### config.mk
export PLATFORM = sky130hd
export DESIGN_NAME = rsl_reset_strap_latch
export DESIGN_NICKNAME = d
export VERILOG_FILES = /design/src/rsl_pkg.sv /design/src/rsl_pin_sync.sv /design/src/rsl_reset_strap_latch.sv
export SDC_FILE = /design/constraint.sdc
export NUM_CORES = 1
export LEC_CHECK = 0
export ABC_AREA = 1
export BUFFER_PORTS_ARGS = -buffer_cell sky130_fd_sc_hd__buf_2
export CELL_PAD_IN_SITES_DETAIL_PLACEMENT = 1
export CELL_PAD_IN_SITES_GLOBAL_PLACEMENT = 2
export CORE_MARGIN = 2
export CORE_UTILIZATION = 28
export DETAILED_ROUTE_END_ITERATION = 16
export PLACE_DENSITY = 0.87
export SYNTH_ARGS = -nofsm -noshare
export SYNTH_HDL_FRONTEND = slang
export SYNTH_SLANG_ARGS = --single-unit
### constraint.sdc
create_clock -name clk_in -period 1.7 [get_ports clk_in]
set_input_delay 0.17 -clock clk_in [delete_from_list [all_inputs] [get_ports clk_in]]
set_output_delay 0.17 -clock clk_in [all_outputs]
set_load 0.02 [all_outputs]
### src/rsl_pkg.sv
// Package for the reset strap latch: register map, pad masks, types and timing
package rsl_pkg;

  // APB geometry
  localparam int ADDR_W = 8;
  localparam int DATA_W = 32;

  // Register byte offsets
  localparam logic [7:0] OFS_STRAP_STATUS = 8'h00;
  localparam logic [7:0] OFS_SYS_CFG = 8'h04;
  localparam logic [7:0] OFS_SDRAM_CFG = 8'h08;
  localparam logic [7:0] OFS_IRQ_CFG = 8'h0c;
  localparam logic [7:0] OFS_LINK_CFG = 8'h10;
  localparam logic [7:0] OFS_PIN_DRIVE = 8'h14;

  // Status register field positions
  localparam int STS_STRAP_LSB = 0;
  localparam int STS_VALID_BIT = 7;
  localparam int STS_SYS_LOCK_BIT = 8;
  localparam int STS_SDRAM_LOCK_BIT = 9;
  localparam int STS_TEST_FAULT_BIT = 10;
  localparam int STS_RUN_BIT = 11;
  localparam int STS_BOOT_SEL_LEVEL_BIT = 16;
  localparam int STS_HOLD_LEVEL_BIT = 17;

  // IRQ configuration field positions
  localparam int IRQ_EN_LSB = 0;
  localparam int IRQ_LVL_LSB = 4;

  // Reset values
  localparam logic [31:0] SYS_CFG_RST = 32'h0000_0000;
  localparam logic [31:0] SDRAM_CFG_RST = 32'h0000_0000;
  localparam logic [6:0] STRAP_DEFAULT = 7'h70;
  localparam logic [4:0] PIN_DRIVE_RST = 5'h00;

  // Pad indices; pad i carries strap i
  localparam int PAD_BOOT_MEM_SEL = 0;
  localparam int PAD_BUS_MASTER = 1;
  localparam int PAD_TIMER_EXP = 2;
  localparam int PAD_BUS_HOLD = 3;
  localparam int PAD_LINK1_DONE = 4;
  localparam int PAD_LINK2_DONE = 5;
  localparam int PAD_LINK3_DONE = 6;
  localparam int NUM_PADS = 7;

  // Pad termination masks, during reset and in normal operation
  localparam logic [6:0] PULL_UP_RST = 7'h70;
  localparam logic [6:0] PULL_DN_RST = 7'h0f;
  localparam logic [6:0] PULL_UP_RUN = 7'h09;
  localparam logic [6:0] DRIVEN_RUN = 7'h76;
  localparam logic [6:0] ID0_ONLY = 7'h09;

  // Settle time before the pads take their normal functions
  localparam int CLK_PERIOD_NS = 40;
  localparam int RECONFIG_NS = 200;
  localparam int RECONFIG_CYCLES = (RECONFIG_NS + CLK_PERIOD_NS - 1) / CLK_PERIOD_NS;

  // Captured mode straps, bit 6 first
  typedef struct packed {
    logic test_strap_three;
    logic test_strap_two;
    logic test_strap_one;
    logic config_write_strap;
    logic link_width_strap;
    logic irq_startup_strap;
    logic boot_source_strap;
  } rsl_strap_t;

  // Pad control bundle
  typedef struct packed {
    logic [6:0] out;
    logic [6:0] oe;
    logic [6:0] pu;
    logic [6:0] pd;
  } rsl_pad_ctl_t;

  // Sequencing states
  typedef enum logic [2:0] {
    ST_RESET = 3'b001,
    ST_SETTLE = 3'b010,
    ST_RUN = 3'b100
  } rsl_fsm_t;

endpackage

### src/rsl_pin_sync.sv
// Three-stage pin synchroniser with agreement filter
`timescale 1ns/1ps
module rsl_pin_sync #(
  parameter int WIDTH = 8
) (
  // Clock
  input wire logic clk_in,
  // Raw pins and filtered levels
  input wire logic [WIDTH-1:0] pin_in,
  output logic [WIDTH-1:0] level_out
);

  typedef struct packed {
    logic [WIDTH-1:0] s1;
    logic [WIDTH-1:0] s2;
    logic [WIDTH-1:0] s3;
    logic [WIDTH-1:0] lvl;
  } rsl_sync_state_t;

  rsl_sync_state_t q, d;

  // Level moves only when stages two and three agree
  always_comb begin
    d = q;
    d.s1 = pin_in;
    d.s2 = q.s1;
    d.s3 = q.s2;
    for (int i = 0; i < WIDTH; i++) begin
      if (q.s2[i] == q.s3[i]) begin
        d.lvl[i] = q.s3[i];
      end
    end
  end

  // No reset: the chain must keep sampling while reset is held
  always_ff @(posedge clk_in) begin
    q <= d;
  end

  assign level_out = q.lvl;

endmodule

### src/rsl_reset_strap_latch.sv
// Reset strap latch: captures mode straps at reset release, APB register file
//
// What this block does
// - Capture all straps on the first clock edge after reset deassertion.
// - Latch each pin level, use as mode.
// - Return strap pins to normal function afterwards.
// - Apply built-in default pull during reset; pads 0 and 3 only with ID zero.
// - Boot strap: 0 boot EPROM, 1 wait.
// - IRQ strap: 0 disabled/edge, 1 enabled/level.
// - Link width strap: 0 one-bit, 1 four-bit.
// - Write strap: 0 config once, 1 always.
// - Pad termination follows reset state per pin.
`timescale 1ns/1ps
module rsl_reset_strap_latch (
  // Clock and reset
  input wire logic clk_in,
  input wire logic resetn_in,
  // APB slave
  input wire logic psel_in,
  input wire logic penable_in,
  input wire logic pwrite_in,
  input wire logic [rsl_pkg::ADDR_W-1:0] paddr_in,
  input wire logic [rsl_pkg::DATA_W-1:0] pwdata_in,
  input wire logic [3:0] pstrb_in,
  output logic [rsl_pkg::DATA_W-1:0] prdata_out,
  output logic pready_out,
  output logic pslverr_out,
  // Dual-purpose strap pads
  input wire logic [rsl_pkg::NUM_PADS-1:0] pad_in,
  output logic [rsl_pkg::NUM_PADS-1:0] pad_out,
  output logic [rsl_pkg::NUM_PADS-1:0] pad_oe_out,
  output logic [rsl_pkg::NUM_PADS-1:0] pad_pu_out,
  output logic [rsl_pkg::NUM_PADS-1:0] pad_pd_out,
  input wire logic dsp_id_zero_in,
  // Mode settings
  output rsl_pkg::rsl_strap_t straps_out,
  output logic settings_valid_out,
  output logic boot_from_eprom_out,
  output logic boot_wait_host_out,
  output logic [3:0] irq_enable_out,
  output logic [3:0] irq_level_out,
  output logic link_width_4bit_out,
  output logic [31:0] system_config_reg_out,
  output logic [31:0] sdram_config_reg_out
);

  import rsl_pkg::*;

  typedef struct packed {
    rsl_fsm_t fsm;
    logic [3:0] cnt;
    rsl_strap_t strap;
    logic valid;
    logic [31:0] sys_cfg;
    logic [31:0] sdram_cfg;
    logic sys_lock;
    logic sdram_lock;
    logic [3:0] irq_en;
    logic [3:0] irq_lvl;
    logic link_w4;
    logic [4:0] pin_drive;
    logic [31:0] prdata;
    logic pslverr;
  } rsl_state_t;

  rsl_state_t q, d;
  logic [NUM_PADS:0] sync_lvl;
  logic [NUM_PADS-1:0] pad_lvl;
  logic id_zero;
  logic running;
  logic [6:0] id_gate;
  logic [31:0] rd_data;
  logic addr_hit;
  logic wr_refused;
  logic setup_phase;
  logic access_wr;
  rsl_pad_ctl_t pad_ctl;

  // Byte-lane merge of a write into a stored word
  function automatic logic [31:0] merge_bytes(input logic [31:0] old_val,
                                              input logic [31:0] new_val,
                                              input logic [3:0] strb);
    logic [31:0] res;
    res = old_val;
    for (int b = 0; b < 4; b++) begin
      if (strb[b]) begin
        res[8*b +: 8] = new_val[8*b +: 8];
      end
    end
    return res;
  endfunction

  // Pads and the ID pin cross in through four flops (three stages and the filter)
  rsl_pin_sync #(
    .WIDTH(NUM_PADS + 1)
  ) u_pin_sync (
    .clk_in(clk_in),
    .pin_in({dsp_id_zero_in, pad_in}),
    .level_out(sync_lvl)
  );

  assign pad_lvl = sync_lvl[NUM_PADS-1:0];
  assign id_zero = sync_lvl[NUM_PADS];
  assign running = (q.fsm == ST_RUN);

  // Pulls marked for ID zero exist only for that device;
  // the gate clears them for every other ID
  assign id_gate = id_zero ? 7'h7f : ~ID0_ONLY;

  // Pad termination and drive by reset phase
  always_comb begin
    pad_ctl.out = '0;
    pad_ctl.out[PAD_BUS_MASTER] = q.pin_drive[0];
    pad_ctl.out[PAD_TIMER_EXP] = q.pin_drive[1];
    pad_ctl.out[PAD_LINK1_DONE] = q.pin_drive[2];
    pad_ctl.out[PAD_LINK2_DONE] = q.pin_drive[3];
    pad_ctl.out[PAD_LINK3_DONE] = q.pin_drive[4];
    if (running) begin
      pad_ctl.oe = DRIVEN_RUN;
      pad_ctl.pu = PULL_UP_RUN & id_gate;
      pad_ctl.pd = '0;
    end else begin
      pad_ctl.oe = '0;
      pad_ctl.pu = PULL_UP_RST & id_gate;
      pad_ctl.pd = PULL_DN_RST & id_gate;
    end
    pad_ctl.out = pad_ctl.out & pad_ctl.oe;
  end

  assign pad_out = pad_ctl.out;
  assign pad_oe_out = pad_ctl.oe;
  assign pad_pu_out = pad_ctl.pu;
  assign pad_pd_out = pad_ctl.pd;

  // Address decode and read mux
  always_comb begin
    rd_data = '0;
    addr_hit = 1'b1;
    case (paddr_in)
      OFS_STRAP_STATUS: begin
        rd_data[STS_STRAP_LSB +: 7] = q.strap;
        rd_data[STS_VALID_BIT] = q.valid;
        rd_data[STS_SYS_LOCK_BIT] = q.sys_lock;
        rd_data[STS_SDRAM_LOCK_BIT] = q.sdram_lock;
        // Board must leave test straps high; flag otherwise
        rd_data[STS_TEST_FAULT_BIT] = q.valid & ~(q.strap.test_strap_one
          & q.strap.test_strap_two & q.strap.test_strap_three);
        rd_data[STS_RUN_BIT] = running;
        rd_data[STS_BOOT_SEL_LEVEL_BIT] = running & pad_lvl[PAD_BOOT_MEM_SEL];
        rd_data[STS_HOLD_LEVEL_BIT] = running & pad_lvl[PAD_BUS_HOLD];
      end
      OFS_SYS_CFG: begin
        rd_data = q.sys_cfg;
      end
      OFS_SDRAM_CFG: begin
        rd_data = q.sdram_cfg;
      end
      OFS_IRQ_CFG: begin
        rd_data[IRQ_EN_LSB +: 4] = q.irq_en;
        rd_data[IRQ_LVL_LSB +: 4] = q.irq_lvl;
      end
      OFS_LINK_CFG: begin
        rd_data[0] = q.link_w4;
      end
      OFS_PIN_DRIVE: begin
        rd_data[4:0] = q.pin_drive;
      end
      default: begin
        addr_hit = 1'b0;
      end
    endcase
  end

  // Locked configuration registers refuse further writes unless the write strap is set
  always_comb begin
    wr_refused = 1'b0;
    if (pwrite_in && !q.strap.config_write_strap) begin
      if (paddr_in == OFS_SYS_CFG && q.sys_lock) begin
        wr_refused = 1'b1;
      end
      if (paddr_in == OFS_SDRAM_CFG && q.sdram_lock) begin
        wr_refused = 1'b1;
      end
    end
  end

  assign setup_phase = psel_in && !penable_in;
  assign access_wr = psel_in && penable_in && pwrite_in && !q.pslverr;

  // Next-state logic: capture sequence and register writes
  always_comb begin
    d = q;
    case (q.fsm)
      ST_RESET: begin
        // First edge after release: take the pad levels as modes
        d.strap = rsl_strap_t'(pad_lvl);
        d.valid = 1'b1;
        d.irq_en = {4{pad_lvl[1]}};
        d.irq_lvl = {4{pad_lvl[1]}};
        d.link_w4 = pad_lvl[2];
        d.cnt = '0;
        d.fsm = ST_SETTLE;
      end
      ST_SETTLE: begin
        // Keep strap termination briefly, then hand pads over
        if (q.cnt == 4'(RECONFIG_CYCLES - 1)) begin
          d.fsm = ST_RUN;
        end else begin
          d.cnt = q.cnt + 4'h1;
        end
      end
      ST_RUN: begin
        d.fsm = ST_RUN;
      end
      default: begin
        d.fsm = ST_RESET;
      end
    endcase

    // Read data and error prepared during the setup cycle
    if (setup_phase) begin
      d.prdata = (pwrite_in || !addr_hit) ? 32'h0000_0000 : rd_data;
      d.pslverr = !addr_hit || wr_refused;
    end

    // Writes take effect at the end of the access phase
    if (access_wr) begin
      case (paddr_in)
        OFS_SYS_CFG: begin
          d.sys_cfg = merge_bytes(q.sys_cfg, pwdata_in, pstrb_in);
          d.sys_lock = 1'b1;
        end
        OFS_SDRAM_CFG: begin
          d.sdram_cfg = merge_bytes(q.sdram_cfg, pwdata_in, pstrb_in);
          d.sdram_lock = 1'b1;
        end
        OFS_IRQ_CFG: begin
          if (pstrb_in[0]) begin
            d.irq_en = pwdata_in[IRQ_EN_LSB +: 4];
            d.irq_lvl = pwdata_in[IRQ_LVL_LSB +: 4];
          end
        end
        OFS_LINK_CFG: begin
          if (pstrb_in[0]) begin
            d.link_w4 = pwdata_in[0];
          end
        end
        OFS_PIN_DRIVE: begin
          if (pstrb_in[0]) begin
            d.pin_drive = pwdata_in[4:0];
          end
        end
        default: begin
          d.pin_drive = q.pin_drive;
        end
      endcase
    end
  end

  // State register; reset loads constants only
  always_ff @(posedge clk_in or negedge resetn_in) begin
    if (!resetn_in) begin
      q.fsm <= ST_RESET;
      q.cnt <= '0;
      q.strap <= rsl_strap_t'(STRAP_DEFAULT);
      q.valid <= 1'b0;
      q.sys_cfg <= SYS_CFG_RST;
      q.sdram_cfg <= SDRAM_CFG_RST;
      q.sys_lock <= 1'b0;
      q.sdram_lock <= 1'b0;
      q.irq_en <= '0;
      q.irq_lvl <= '0;
      q.link_w4 <= 1'b0;
      q.pin_drive <= PIN_DRIVE_RST;
      q.prdata <= '0;
      q.pslverr <= 1'b0;
    end else begin
      q <= d;
    end
  end

  // APB answer: no wait states
  assign pready_out = 1'b1;
  assign prdata_out = q.prdata;
  assign pslverr_out = q.pslverr && psel_in && penable_in;

  // Mode outputs from latched straps and configuration
  assign straps_out = q.strap;
  assign settings_valid_out = q.valid;
  assign boot_from_eprom_out = q.valid && !q.strap.boot_source_strap;
  assign boot_wait_host_out = q.valid && q.strap.boot_source_strap;
  assign irq_enable_out = q.irq_en;
  assign irq_level_out = q.irq_lvl;
  assign link_width_4bit_out = q.link_w4;
  assign system_config_reg_out = q.sys_cfg;
  assign sdram_config_reg_out = q.sdram_cfg;

endmodule

==> results by group <==
Run status
  – Status: complete, but fails checks
  – Failing checks: setup timing

Floorplan
  – Row count: 61
  – Die Height: 172.8 um
  – Starting Density: between 20 and 30%
  – # IOs: between 200 and 250
  – Core area: 27930 um2
  – Die ar.: 29860 um2
  – Chip Width: 172.8 um

Finish
  – # diodes: 0
  – Finished Core Util: 34.05%
  – Share of cells above drive strength 1: 32.22%
  – Synth-to-layout area growth: 19.23%
  – Nets: 1098
  – Non-filler cells, final: 1430
  – Final Instance Area: between 9000 and 10000 um2

Setup path
  – Crit end category: output pin
  – Reg2reg end: sdram_config_reg_out[29]
  – Worst Setup Start Kind: flip-flop
  – Reg-to-Reg Start: q[0]
  – R2R Setup Slk: roughly 190 ps
  – CP Max Fanout: 6
  – CP arrival: 1550 ps
  – CP required: 1530 ps
  – Reg2Reg Depth: 6
  – Worst setup path class: reg2out
  – Crit path from: q[127]

Synth
  – Mean Syn Cell Area: just under 9 um2
  – Synthesized area: 7979 um2
  – Post-synthesis cell type count: 36
  – Synth cell count leaders: nand2_1, buf_4, dfrtp_1, inv_1, o21ai_1
  – Synth Flop Type: dfrtp_1
  – Yosys top cell by area: dfrtp_1
  – Post-Syn Instances: roughly 920
  – Area share of the largest cell type after synthesis: 38.89%
  – Synth warn: 0
  – Most common cell in the netlist: nand2_1
  – Register area share after synthesis: 49.24%
  – #FFs+latches synth: 160
  – Synth async-reset ratio: 80.00%
  – Dominant cells by area after synthesis: dfrtp_1, nand2_1, buf_4
  – EDFF count, synth: 8

Detailed routing
  – Final WL: 22520 um
  – Vias per inst: 4.177
  – Post-route ant nets: 0
  – Wire per inst: 15.75 um
  – Post-route DRC violation count: 0
  – DR pass1 iterations: 4
  – Via count: between 5000 and 6000
  – Drt first-iter violations: 284

Clock tree
  – H-tree depth: 4
  – CTS root buf: clkbuf_16
  – Clock Tree Buf Depth: 2
  – CTS tree: done
  – Clock latency on the worst-skew pair: 430 ps
  – Total CTS buffers: 17
  – Clk pin slew, worst setup/hold paths: 70 ps
  – Clock sinks: between 150 and 200

Pwr
  – Worst vdd ir: 0.4567 mV
  – P_leak: 5.341 nW
  – Power consumption: 8.215 mW
  – Cell Pwr Density: 863.6 nW/um2

Timing
  – Final setup vio count: 9
  – RSZ-0062 raised after global routing: yes
  – Final min period: roughly 1700 ps
  – Hold_ws: 18.61 ps
  – Clock Skew: 9.461 ps
  – Setup ws final: -22.24 ps
  – Achievable Freq: 0.5806 GHz
  – Fin. Hold Viols: 0
  – Final Cycle Share: 101.3%
  – Pins Over Slew Limit: 0

Global route
  – Overflow after GRT: 0
  – Largest net degree at the start of global routing: 64
  – Initial antenna violation count: 0
  – Vias in the first global route: roughly 6400
  – First-pass GRT wire length: 35940 um
  – Total global-route track usage: 15.50%

Placed design
  – Placed insts: 1364
  – Hpwl dp: approximately 16000 um
  – Dpl cell area: 8466 um2
  – Port buffer count: 191
  – RePlAce Congestion: 0.7823

Worst hold path
  – Hold depth: 3
  – Min-Delay Endpoint: sdram_config_reg_out[13]
  – Worst hold start: pwdata_in[13]
  – Worst hold path class: in2reg

Flow run
  – MaxCap Viol Count: 0
-- routing by layer --
metal	routed length (um)	track usage (%)
met5	0	0
met4	469	5.191
met3	814	3.100
met2	10740	25.78
met1	10490	20.15
-- metrics by stage --
| step | setup WS, ps | setup TNS (ps) |
|---|---|---|
| after floorplan | 41.78 | 0 |
| after global placement | 172.7 | 0 |
| after CTS | -50.83 | -528.4 |
| final | -22.24 | -130.1 |
| after detailed placement | 113.5 | 0 |
| after global routing | -96.97 | -1573 |
-- sequential cells by signal, indices dropped and copies added (netlist names), 7 cells and up --
| signal | cells |
|---|---|
| prdata_out | 32 |
| sdram_config_reg_out | 32 |
| system_config_reg_out | 32 |
| u_pin_sync.d | 16 |
| q | 15 |
| u_pin_sync.level_out | 8 |
| u_pin_sync.q | 8 |
| straps_out | 7 |
-- power breakdown --
group | leakage (nW) | switching, mW | internal, mW
Sequential | 2.03 | 0.0211 | 3.88
Combinational | 3.02 | 0.240 | 0.147
Clock | 0.292 | 1.83 | 2.10
-- how the worst max path moves through the flow --
| stage | slack (ps) | endpoint | depth (start not counted) |
|---|---|---|---|
| 2_1_floorplan | 40 | pad_pu_out[3] | 4 |
| 3_3_place_gp | 170 | prdata_out[29] | 11 |
| 3_5_place_dp | 110 | sdram_config_reg_out[29] | 9 |
| 4_1_cts | -50 | pad_pd_out[3] | 5 |
| 5_1_grt | -100 | pad_pu_out[3] | 6 |
| 6_report | -20 | pad_pu_out[3] | 6 |
-- kinds of logic after synthesis --
family	count (synthesis)	synth area share (%)
and+or+nand+nor	423	23.58
buffers and inverters	235	18.54
DFF	160	49.24
adders and majority gates	2	0.3136
AOI/OAI and AO/OA	93	7.355
xor gates and xnor gates	8	0.8782
other	2	0.09412
-- layout by cell type, fill, tap and decap left out, drive strengths merged, types with 2 or more instances in the layout --
master       count
clkinv           6
edfxtp           8
dfrtp          124
nand2          335
xnor2            8
nand3           31
buf            211
dfxtp           24
clkbuf          17
ha               2
conb            10
nor3             4
a21oi            3
or2              2
clkinvlp         2
nor2            47
dfstp            4
nor3b            2
inv             89
dlygate4sd3     30
o21ai           89
-- worst max-delay path, stage by stage (launching register included) --
cell and delay, ps:
dfrtp_1 370, inv_2 60, nor3_4 210, buf_12 160, inv_8 50, nor2_4 130, buf_6 130
-- final cells by class --
| cell class | instances | area, um2 |
|---|---|---|
| clock inverters | 15 | 172.7 |
| repair buffers | 241 | 1543 |
| clock buffers | 17 | 425.4 |
| inverters | 82 | 322.8 |
| well taps | 378 | 473.0 |
| repair inverters | 1 | 7.507 |
| fillers | 3347 | 18420 |
| multi-input cells | 536 | 2640 |
| flip-flops and latches | 160 | 3929 |
-- timing repair --
item,4_1_cts,5_1_grt
pin swaps,2,3
endpoints found under the hold margin,153,0
endpoints found under the setup margin,19,20
cloned,1,0
resized for setup,20,16
hold buffers,30,0
setup buffers,2,2
Note: power is estimated with default switching activity, not from simulation.
